$ cat src/osc_stab_defs.svh
`ifndef OSC_STAB_DEFS_SVH
`define OSC_STAB_DEFS_SVH
// Summary of operation
// - 8-bit read-only progress register, bit or byte readable.
// - progress register clears to zero on any reset.
// - progress clears on stop instruction and on main oscillator halt write of 1.
// - bits set at 2^8..2^18 crystal cycles, filling from bit 7 down, sticky.
// - counter runs when crystal starts while cpu on internal or subsystem clock.
// - counter runs after stop release with internal clock and crystal enabled.
// - counter stops at selected wait; progress only shows up to it.
// - 8-bit wait select register, written by whole byte only.
// - wait select resets to 07h, the longest wait.
// - codes 0..7 map to 2^8..2^18 cycles; bits 7:3 read zero.
// - with crystal as cpu clock, hold cpu after stop release until wait elapses.
// - count starts only once the crystal actually oscillates.
// - stop state halts main and internal oscillators until release.
`define OSC_STAB_PROGRESS_ADDR  20'hfffa2
`define OSC_STAB_SELECT_ADDR    20'hfffa3
`define OSC_STAB_PROGRESS_RST   8'h00
`define OSC_STAB_SELECT_RST     8'h07
`define OSC_STAB_CODE_MSB       2
`define OSC_STAB_CODE_LSB       0
`define OSC_STAB_CNT_W          19
`define OSC_STAB_EXP_0          5'h08
`define OSC_STAB_EXP_1          5'h09
`define OSC_STAB_EXP_2          5'h0a
`define OSC_STAB_EXP_3          5'h0b
`define OSC_STAB_EXP_4          5'h0d
`define OSC_STAB_EXP_5          5'h0f
`define OSC_STAB_EXP_6          5'h11
`define OSC_STAB_EXP_7          5'h12
`endif

$ cat src/osc_stab_pkg.sv
package osc_stab_pkg;
  typedef enum logic [1:0] {
    ST_IDLE  = 2'b00,
    ST_COUNT = 2'b01,
    ST_DONE  = 2'b10,
    ST_STOP  = 2'b11
  } stab_state_type;
  typedef logic [7:0] byte_type;
endpackage

$ cat src/oscillation_stabilization_timer.sv
`timescale 1ns/1ps
`include "osc_stab_defs.svh"
module oscillation_stabilization_timer #(
  parameter int CNT_W = `OSC_STAB_CNT_W
) (
  input  wire logic                  i_clk,
  input  wire logic                  i_sys_rst,
  input  wire logic [19:0]           i_addr,
  input  wire logic                  i_wr,
  input  wire logic                  i_wr_byte,
  input  wire osc_stab_pkg::byte_type i_wdata,
  input  wire logic                  i_stop_exec,
  input  wire logic                  i_stop_release,
  input  wire logic                  i_main_osc_halt_wr,
  input  wire logic                  i_crystal_osc_start,
  input  wire logic                  i_crystal_running,
  input  wire logic                  i_cpu_on_crystal,
  output osc_stab_pkg::byte_type     o_rdata,
  output logic                       o_cpu_hold,
  output logic                       o_osc_halt
);
  import osc_stab_pkg::*;

  if (CNT_W < `OSC_STAB_CNT_W) begin
    $error("counter too narrow for longest wait");
  end

  // synchroniser on pin-level crystal running indication
  logic [2:0] run_sync_ff;
  logic [2:0] nxt_run_sync;
  logic       run_ok_ff;
  logic       nxt_run_ok;
  logic       run_ok;
  always_comb begin
    nxt_run_sync = {run_sync_ff[1:0], i_crystal_running};
    nxt_run_ok   = run_ok_ff;
    // a level change counts only once the last two stages agree
    if (run_sync_ff[1] == run_sync_ff[2]) begin
      nxt_run_ok = run_sync_ff[2];
    end
  end
  always_ff @(posedge i_clk) begin
    if (i_sys_rst) begin
      run_sync_ff <= 3'h0;
      run_ok_ff   <= 1'b0;
    end else begin
      run_sync_ff <= nxt_run_sync;
      run_ok_ff   <= nxt_run_ok;
    end
  end
  assign run_ok = run_ok_ff;

  function automatic logic [4:0] code_to_exp(input logic [2:0] code);
    case (code)
      3'h0:    code_to_exp = `OSC_STAB_EXP_0;
      3'h1:    code_to_exp = `OSC_STAB_EXP_1;
      3'h2:    code_to_exp = `OSC_STAB_EXP_2;
      3'h3:    code_to_exp = `OSC_STAB_EXP_3;
      3'h4:    code_to_exp = `OSC_STAB_EXP_4;
      3'h5:    code_to_exp = `OSC_STAB_EXP_5;
      3'h6:    code_to_exp = `OSC_STAB_EXP_6;
      default: code_to_exp = `OSC_STAB_EXP_7;
    endcase
  endfunction

  stab_state_type    state_ff, nxt_state;
  logic [CNT_W-1:0]  cnt_ff, nxt_cnt;
  logic [2:0]        sel_ff, nxt_sel;
  byte_type          prog_ff, nxt_prog;
  byte_type          rdata_ff, nxt_rdata;
  logic              hold_ff, nxt_hold;
  logic              halt_ff, nxt_halt;
  logic [CNT_W-1:0]  limit;
  logic              at_limit;
  logic              clr;
  logic [7:0]        passed;

  assign limit    = CNT_W'(1) << code_to_exp(sel_ff);
  assign at_limit = (cnt_ff >= limit);
  assign clr      = i_stop_exec | i_main_osc_halt_wr;

  // one comparator per threshold, bit 7 holds the shortest
  for (genvar g = 0; g < 8; g++) begin : g_threshold
    assign passed[7-g] = (cnt_ff >= (CNT_W'(1) << code_to_exp(3'(g))));
  end

  always_comb begin
    nxt_state = state_ff;
    nxt_cnt   = cnt_ff;
    nxt_sel   = sel_ff;
    nxt_prog  = prog_ff;
    nxt_hold  = hold_ff;
    nxt_halt  = halt_ff;
    // byte-wide write only; progress register ignores writes
    if (i_wr && i_wr_byte && i_addr == `OSC_STAB_SELECT_ADDR) begin
      nxt_sel = i_wdata[`OSC_STAB_CODE_MSB:`OSC_STAB_CODE_LSB];
    end
    case (state_ff)
      ST_IDLE: begin
        if (i_crystal_osc_start) begin
          nxt_state = ST_COUNT;
          nxt_cnt   = '0;
        end
      end
      ST_COUNT: begin
        // no count until the crystal truly oscillates
        if (run_ok) begin
          if (at_limit) begin
            nxt_state = ST_DONE;
            nxt_hold  = 1'b0;
          end else begin
            nxt_cnt = cnt_ff + CNT_W'(1);
          end
        end
      end
      ST_DONE: begin
        if (i_crystal_osc_start) begin
          nxt_state = ST_COUNT;
          nxt_cnt   = '0;
        end
      end
      ST_STOP: begin
        if (i_stop_release) begin
          nxt_halt  = 1'b0;
          nxt_state = ST_COUNT;
          nxt_cnt   = '0;
          nxt_hold  = i_cpu_on_crystal;
        end
      end
      default: nxt_state = ST_IDLE;
    endcase
    if (i_stop_exec) begin
      nxt_state = ST_STOP;
      nxt_halt  = 1'b1;
      nxt_cnt   = '0;
      nxt_hold  = 1'b0;
    end else if (i_main_osc_halt_wr) begin
      nxt_state = ST_IDLE;
      nxt_cnt   = '0;
    end
    // thermometer from bit 7 down, sticky until cleared
    nxt_prog = nxt_prog | passed;
    if (clr) begin
      nxt_prog = `OSC_STAB_PROGRESS_RST;
    end
    nxt_rdata = 8'h00;
    if (i_addr == `OSC_STAB_PROGRESS_ADDR) begin
      nxt_rdata = nxt_prog;
    end else if (i_addr == `OSC_STAB_SELECT_ADDR) begin
      nxt_rdata = {5'h00, nxt_sel};
    end
  end

  always_ff @(posedge i_clk) begin
    if (i_sys_rst) begin
      state_ff <= ST_IDLE;
      cnt_ff   <= '0;
      sel_ff   <= 3'(`OSC_STAB_SELECT_RST);
      prog_ff  <= `OSC_STAB_PROGRESS_RST;
      rdata_ff <= 8'h00;
      hold_ff  <= 1'b0;
      halt_ff  <= 1'b0;
    end else begin
      state_ff <= nxt_state;
      cnt_ff   <= nxt_cnt;
      sel_ff   <= nxt_sel;
      prog_ff  <= nxt_prog;
      rdata_ff <= nxt_rdata;
      hold_ff  <= nxt_hold;
      halt_ff  <= nxt_halt;
    end
  end

  assign o_rdata    = rdata_ff;
  assign o_cpu_hold = hold_ff;
  assign o_osc_halt = halt_ff;

  property p_sel_reset;
    @(posedge i_clk) i_sys_rst |=> sel_ff == 3'h7;
  endproperty
  a_sel_reset: assert property (p_sel_reset) else $error("select not 7 after reset");

  property p_prog_reset;
    @(posedge i_clk) i_sys_rst |=> prog_ff == 8'h00;
  endproperty
  a_prog_reset: assert property (p_prog_reset) else $error("progress not clear");

  property p_clear;
    @(posedge i_clk) disable iff (i_sys_rst) clr |=> prog_ff == 8'h00;
  endproperty
  a_clear: assert property (p_clear) else $error("progress not cleared");

  property p_thermo;
    @(posedge i_clk) disable iff (i_sys_rst)
      prog_ff inside {8'h00, 8'h80, 8'hc0, 8'he0, 8'hf0, 8'hf8, 8'hfc, 8'hfe, 8'hff};
  endproperty
  a_thermo: assert property (p_thermo) else $error("progress not thermometer");

  property p_sticky;
    @(posedge i_clk) disable iff (i_sys_rst)
      !clr |=> (prog_ff & $past(prog_ff)) == $past(prog_ff);
  endproperty
  a_sticky: assert property (p_sticky) else $error("progress bit dropped");

  property p_first_flag;
    @(posedge i_clk) disable iff (i_sys_rst)
      (cnt_ff == 19'h100 && !clr) |=> prog_ff[7];
  endproperty
  a_first_flag: assert property (p_first_flag) else $error("first flag late");

  property p_saturate;
    @(posedge i_clk) disable iff (i_sys_rst)
      (state_ff == ST_COUNT) |-> cnt_ff <= limit;
  endproperty
  a_saturate: assert property (p_saturate) else $error("counter beyond limit");

  property p_no_count_wo_osc;
    @(posedge i_clk) disable iff (i_sys_rst)
      (state_ff == ST_COUNT && !run_ok && !i_stop_exec && !i_main_osc_halt_wr) |=> $stable(cnt_ff);
  endproperty
  a_no_count_wo_osc: assert property (p_no_count_wo_osc) else $error("counted early");

  property p_hold_release;
    @(posedge i_clk) disable iff (i_sys_rst)
      (hold_ff && state_ff == ST_COUNT && run_ok && at_limit && !i_stop_exec) |=> !hold_ff;
  endproperty
  a_hold_release: assert property (p_hold_release) else $error("cpu hold stuck");

  property p_sel_write;
    @(posedge i_clk) disable iff (i_sys_rst)
      (i_wr && !i_wr_byte) |=> $stable(sel_ff);
  endproperty
  a_sel_write: assert property (p_sel_write) else $error("bit write changed select");

  property p_halt_on_stop;
    @(posedge i_clk) disable iff (i_sys_rst)
      i_stop_exec |=> halt_ff && state_ff == ST_STOP && cnt_ff == '0;
  endproperty
  a_halt_on_stop: assert property (p_halt_on_stop) else $error("stop not entered");

  property p_release_run;
    @(posedge i_clk) disable iff (i_sys_rst)
      (state_ff == ST_STOP && i_stop_release && !clr) |=> !halt_ff && state_ff == ST_COUNT;
  endproperty
  a_release_run: assert property (p_release_run) else $error("no restart");

  property p_hold_on_release;
    @(posedge i_clk) disable iff (i_sys_rst)
      (state_ff == ST_STOP && i_stop_release && !clr) |=> hold_ff == $past(i_cpu_on_crystal);
  endproperty
  a_hold_on_release: assert property (p_hold_on_release) else $error("hold wrong");

  property p_start_count;
    @(posedge i_clk) disable iff (i_sys_rst)
      (state_ff inside {ST_IDLE, ST_DONE} && i_crystal_osc_start && !clr)
        |=> state_ff == ST_COUNT && cnt_ff == '0;
  endproperty
  a_start_count: assert property (p_start_count) else $error("start ignored");

  property p_sel_byte_write;
    @(posedge i_clk) disable iff (i_sys_rst)
      (i_wr && i_wr_byte && i_addr == `OSC_STAB_SELECT_ADDR) |=> sel_ff == 3'($past(i_wdata));
  endproperty
  a_sel_byte_write: assert property (p_sel_byte_write) else $error("no select write");

  property p_count_step;
    @(posedge i_clk) disable iff (i_sys_rst)
      (state_ff == ST_COUNT && run_ok && !at_limit && !clr)
        |=> cnt_ff == $past(cnt_ff) + CNT_W'(1);
  endproperty
  a_count_step: assert property (p_count_step) else $error("count step wrong");

  property p_done_hold;
    @(posedge i_clk) disable iff (i_sys_rst)
      state_ff == ST_DONE |-> !hold_ff;
  endproperty
  a_done_hold: assert property (p_done_hold) else $error("hold after done");

  property p_rdata_prog;
    @(posedge i_clk) disable iff (i_sys_rst)
      (i_addr == `OSC_STAB_PROGRESS_ADDR) |=> rdata_ff == prog_ff;
  endproperty
  a_rdata_prog: assert property (p_rdata_prog) else $error("progress read wrong");

  property p_rdata_sel;
    @(posedge i_clk) disable iff (i_sys_rst)
      (i_addr == `OSC_STAB_SELECT_ADDR) |=> rdata_ff == {5'h00, sel_ff};
  endproperty
  a_rdata_sel: assert property (p_rdata_sel) else $error("select read wrong");

  property p_idle_still;
    @(posedge i_clk) disable iff (i_sys_rst)
      (state_ff inside {ST_IDLE, ST_DONE} && !i_crystal_osc_start && !clr) |=> $stable(cnt_ff);
  endproperty
  a_idle_still: assert property (p_idle_still) else $error("count moved when idle");

  property p_done_at_limit;
    @(posedge i_clk) disable iff (i_sys_rst)
      (state_ff == ST_COUNT && run_ok && at_limit && !clr) |=> state_ff == ST_DONE;
  endproperty
  a_done_at_limit: assert property (p_done_at_limit) else $error("no stop at limit");

  c_full:    cover property (@(posedge i_clk) prog_ff == 8'hff);
  c_hold:    cover property (@(posedge i_clk) $fell(hold_ff));
  c_stop:    cover property (@(posedge i_clk) state_ff == ST_STOP ##1 state_ff == ST_COUNT);
  c_restart: cover property (@(posedge i_clk) state_ff == ST_DONE ##1 state_ff == ST_COUNT);
endmodule

$ cat config.mk
export PLATFORM = sky130hd
export DESIGN_NAME = oscillation_stabilization_timer
export DESIGN_NICKNAME = d
export VERILOG_FILES = /design/src/osc_stab_pkg.sv /design/src/oscillation_stabilization_timer.sv
export VERILOG_INCLUDE_DIRS = /design/src
export SDC_FILE = /design/constraint.sdc
export NUM_CORES = 1
export LEC_CHECK = 0
export BUFFER_PORTS_ARGS = -buffer_cell sky130_fd_sc_hd__buf_2
export CORE_MARGIN = 2
export CORE_UTILIZATION = 50
export CTS_BUF_LIST = sky130_fd_sc_hd__clkbuf_4 sky130_fd_sc_hd__clkbuf_8
export DETAILED_ROUTE_END_ITERATION = 10
export HOLD_SLACK_MARGIN = 0.02
export MAX_ROUTING_LAYER = met4
export PLACE_DENSITY = 0.83
export SLEW_MARGIN = 15
export SYNTH_ARGS = -nofsm -noshare
export SYNTH_HDL_FRONTEND = slang
export SYNTH_SLANG_ARGS = --single-unit
export TNS_END_PERCENT = 100
$ cat constraint.sdc
create_clock -name i_clk -period 2.5 [get_ports i_clk]
set_input_delay 0.5 -clock i_clk [delete_from_list [all_inputs] [get_ports i_clk]]
set_output_delay 0.5 -clock i_clk [all_outputs]
set_load 0.02 [all_outputs]
==> flow_metrics.env <==
export IMPL_drv_cap=0
export IMPL_wire_per_inst_um=15.1
export IMPL_vias=2485
export IMPL_design_core_area_um2=4720
export IMPL_synth_area_um2=2460
export IMPL_drc=0
export IMPL_relSlewSlack=0.445
export IMPL_period_needed_ns=2.52
export IMPL_area_growth_pct=27.9
export IMPL_setup_tns_final_ns=-0.0323
export IMPL_critical_path_arrival_ns=2.76
export IMPL_start_util=0.521
export IMPL_grt_max_degree=17
export IMPL_drt_initial_drc_count=127
export IMPL_insertedDiodeCount=0
export IMPL_final_hold_viol_count=0
export IMPL_clock_path_buffers=2
export IMPL_required_ns=2.74
export IMPL_io_buffers=42
export IMPL_drt_pass1_iterations=5
export IMPL_antenna_found_initial=0
export IMPL_fp_row_count=25
export IMPL_violations="negative setup slack"
export IMPL_ios=48
export IMPL_htreeDepth=2
export IMPL_grt_overflow_total=0
export IMPL_synth_edf_count=0
export IMPL_hold_class="in2reg"
export IMPL_cts_sinks=46
export IMPL_clkTransAtPathRegs_ns=0.09
export IMPL_synth_seq_cells=46
export IMPL_cts_made_buffers=5
export IMPL_final_setup_skew_ns=0.0103
export IMPL_synth_main_ff_cell="dfxtp_1"
export IMPL_cts_root_buf="clkbuf_8"
export IMPL_total_power_mw=1.45
export IMPL_timing_final_ws_setup_ns=-0.0240
export IMPL_worstSetupEndpointType="flop"
export IMPL_grt_usage=0.242
export IMPL_synth_area_leaders="dfxtp_1 (37%), ha_1 (11%), a21oi_1 (4.1%), nand2_1 (3.8%), nor2_1 (3.8%)"
export IMPL_yosysTopAreaCell="dfxtp_1"
export IMPL_layout_cells_non_filler=426
export IMPL_avgSynthCellArea_um2=8.45
export IMPL_timing_fmax_mhz=396
export IMPL_synth_seq_area_share=0.374
export IMPL_viasPerCell=5.83
export IMPL_leakage_nw=1.31
export IMPL_yosysWarnings=0
export IMPL_grt_pass1_wl_um=10000
export IMPL_tritoncts="yes"
export IMPL_netlist_area_leader_share=0.374
export IMPL_detail_route_antenna_nets=0
export IMPL_status="complete, but fails checks"
export IMPL_grt_pass1_vias=2275
export IMPL_post_route_period_util=1.01
export IMPL_die_x_um=74.1
export IMPL_tightest_slew_ns=0.824
export IMPL_finalMaxSlewViolations=0
export IMPL_path_max_fanout=8
export IMPL_place_gp_congestion=0.862
export IMPL_power_density_nw_per_um2=460
export IMPL_rsz0062_at_grt="true"
export IMPL_clk_latency_ns=0.31
export IMPL_synth_cells=291
export IMPL_peakVddDrop_uv=424
export IMPL_die_area_um2=5500
export IMPL_synthDistinctLibCells=44
export IMPL_synthArstFlopShare=0
export IMPL_nNetsFinal=417
export IMPL_wl_um=6420
export IMPL_fin_hold_ws_ns=0.414
export IMPL_hpwl_um=4350
export IMPL_finalSetupViolCount=2
export IMPL_dp_cells=412
export IMPL_die_y_um=74.1
export IMPL_start_kind="flop"
export IMPL_n_fill_cell=365
export IMPL_worstSetupPathType="reg2reg"
export IMPL_drive_gt1_frac=0.287
[stage by stage]
stage          instance area [µm²]  setup WS [ns]  utilization
2_1_floorplan                 2540         0.0412            -
4_1_cts                       3020        0.00274        0.640
5_1_grt                       3150         -0.111        0.666
3_3_place_gp                  2860     0.00000977        0.606
3_5_place_dp                  2860         -0.120        0.606
6_report                      3150        -0.0240        0.666
[placed cells by master, fill, tap and decap left out, types with 6 or more instances in the layout]
| cell | synthesis | routed |
|---|---|---|
| a21oi_1 | 20 | 16 |
| and3_1 | 8 | 8 |
| nand2_1 | 25 | 23 |
| or3_1 | 8 | 6 |
| nor3_1 | 6 | 6 |
| or4_1 | 9 | 9 |
| nand3_1 | 14 | 14 |
| nand2b_1 | 6 | 6 |
| ha_1 | 21 | 17 |
| inv_1 | 8 | 8 |
| buf_4 | 0 | 15 |
| nor2_1 | 25 | 23 |
| buf_2 | 2 | 42 |
| nand4_1 | 8 | 8 |
| dfxtp_1 | 46 | 43 |
| conb_1 | 2 | 11 |
| o21ai_0 | 17 | 13 |
[kinds of logic after synthesis]
logic type | count (synthesis) | synth area share
simple gates | 133 | 0.298
buf+inv | 17 | 0.0270
xor+xnor | 3 | 0.0107
flops | 46 | 0.374
other cells | 2 | 0.00305
mux | 4 | 0.0163
compound gates | 65 | 0.164
fa+ha+maj | 21 | 0.107
[power breakdown]
part	internal [mW]	leakage, nW	switching (mW)	total [mW]
registers	0.736	0.371	0.00446	0.740
logic	0.0611	0.876	0.0789	0.140
clock network	0.300	0.0585	0.267	0.567
[final timing paths]
path / start / slack (ns) / cells past startpoint / end
max: sel_ff[0]$_SDFF_PP1_ / -0.02 / 9 / cnt_ff[10]$_SDFFE_PP0P_
max reg2reg: sel_ff[0]$_SDFF_PP1_ / -0.02 / 9 / cnt_ff[10]$_SDFFE_PP0P_
min: i_crystal_running / 0.41 / 2 / run_sync_ff[0]$_SDFF_PP0_
min reg2reg: run_sync_ff[0]$_SDFF_PP0_ / 0.45 / 1 / run_sync_ff[1]$_SDFF_PP0_
[sequential cells by signal, summed over array words and instances, names as in the netlist]
register,flops
cnt_ff,19
o_rdata,8
prog_ff,8
run_sync_ff,3
sel_ff,3
state_ff,2
o_cpu_hold,1
o_osc_halt,1
run_ok,1
[timing repair]
action,CTS,global route
pin swaps,6,14
setup buffers,3,1
endpoints found under the setup margin,6,22
cloned,2,0
resized for setup,6,28
hold buffers,0,0
[synth_stat cells (5+ instances only)]
cell      instances
nand4_1           8
nand2_1          25
or3_1             8
nor2b_1           5
o21ai_0          17
nand3_1          14
inv_1             8
nand2b_1          6
and3_1            8
o211ai_1          5
ha_1             21
a21oi_1          20
dfxtp_1          46
nor3_1            6
nor2_1           25
clkbuf_1          7
or4_1             9
[critical path, stage by stage (launching register included)]
cell     delay, ns
dfxtp_4       0.39
or3b_4        0.39
ha_4          0.22
nand4_1       0.17
nor2_2        0.07
a21oi_2       0.18
nand4_2       0.16
and2_4        0.23
or4_1         0.51
a21oi_1       0.14
[metal layers]
layer	part of all wire	global-route usage	vias up
li1	-	-	1195
met1	0.42	0.286	1177
met2	0.49	0.400	95
met3	0.063	0.0474	18
met4	0.026	0.105	0
met5	0	-	-
[final cells by class]
| cell class | instances | area (µm²) | area share |
|---|---|---|---|
| multi-input cells | 239 | 1660 | 0.526 |
| flip-flops and latches | 46 | 930 | 0.296 |
| repair buffers | 58 | 334 | 0.106 |
| well taps | 67 | 83.8 | 0.0267 |
| clock buffers | 5 | 68.8 | 0.0219 |
| clock inverters | 3 | 43.8 | 0.0139 |
| inverters | 8 | 30.0 | 0.00955 |
Power figures use the tool's default switching activity.
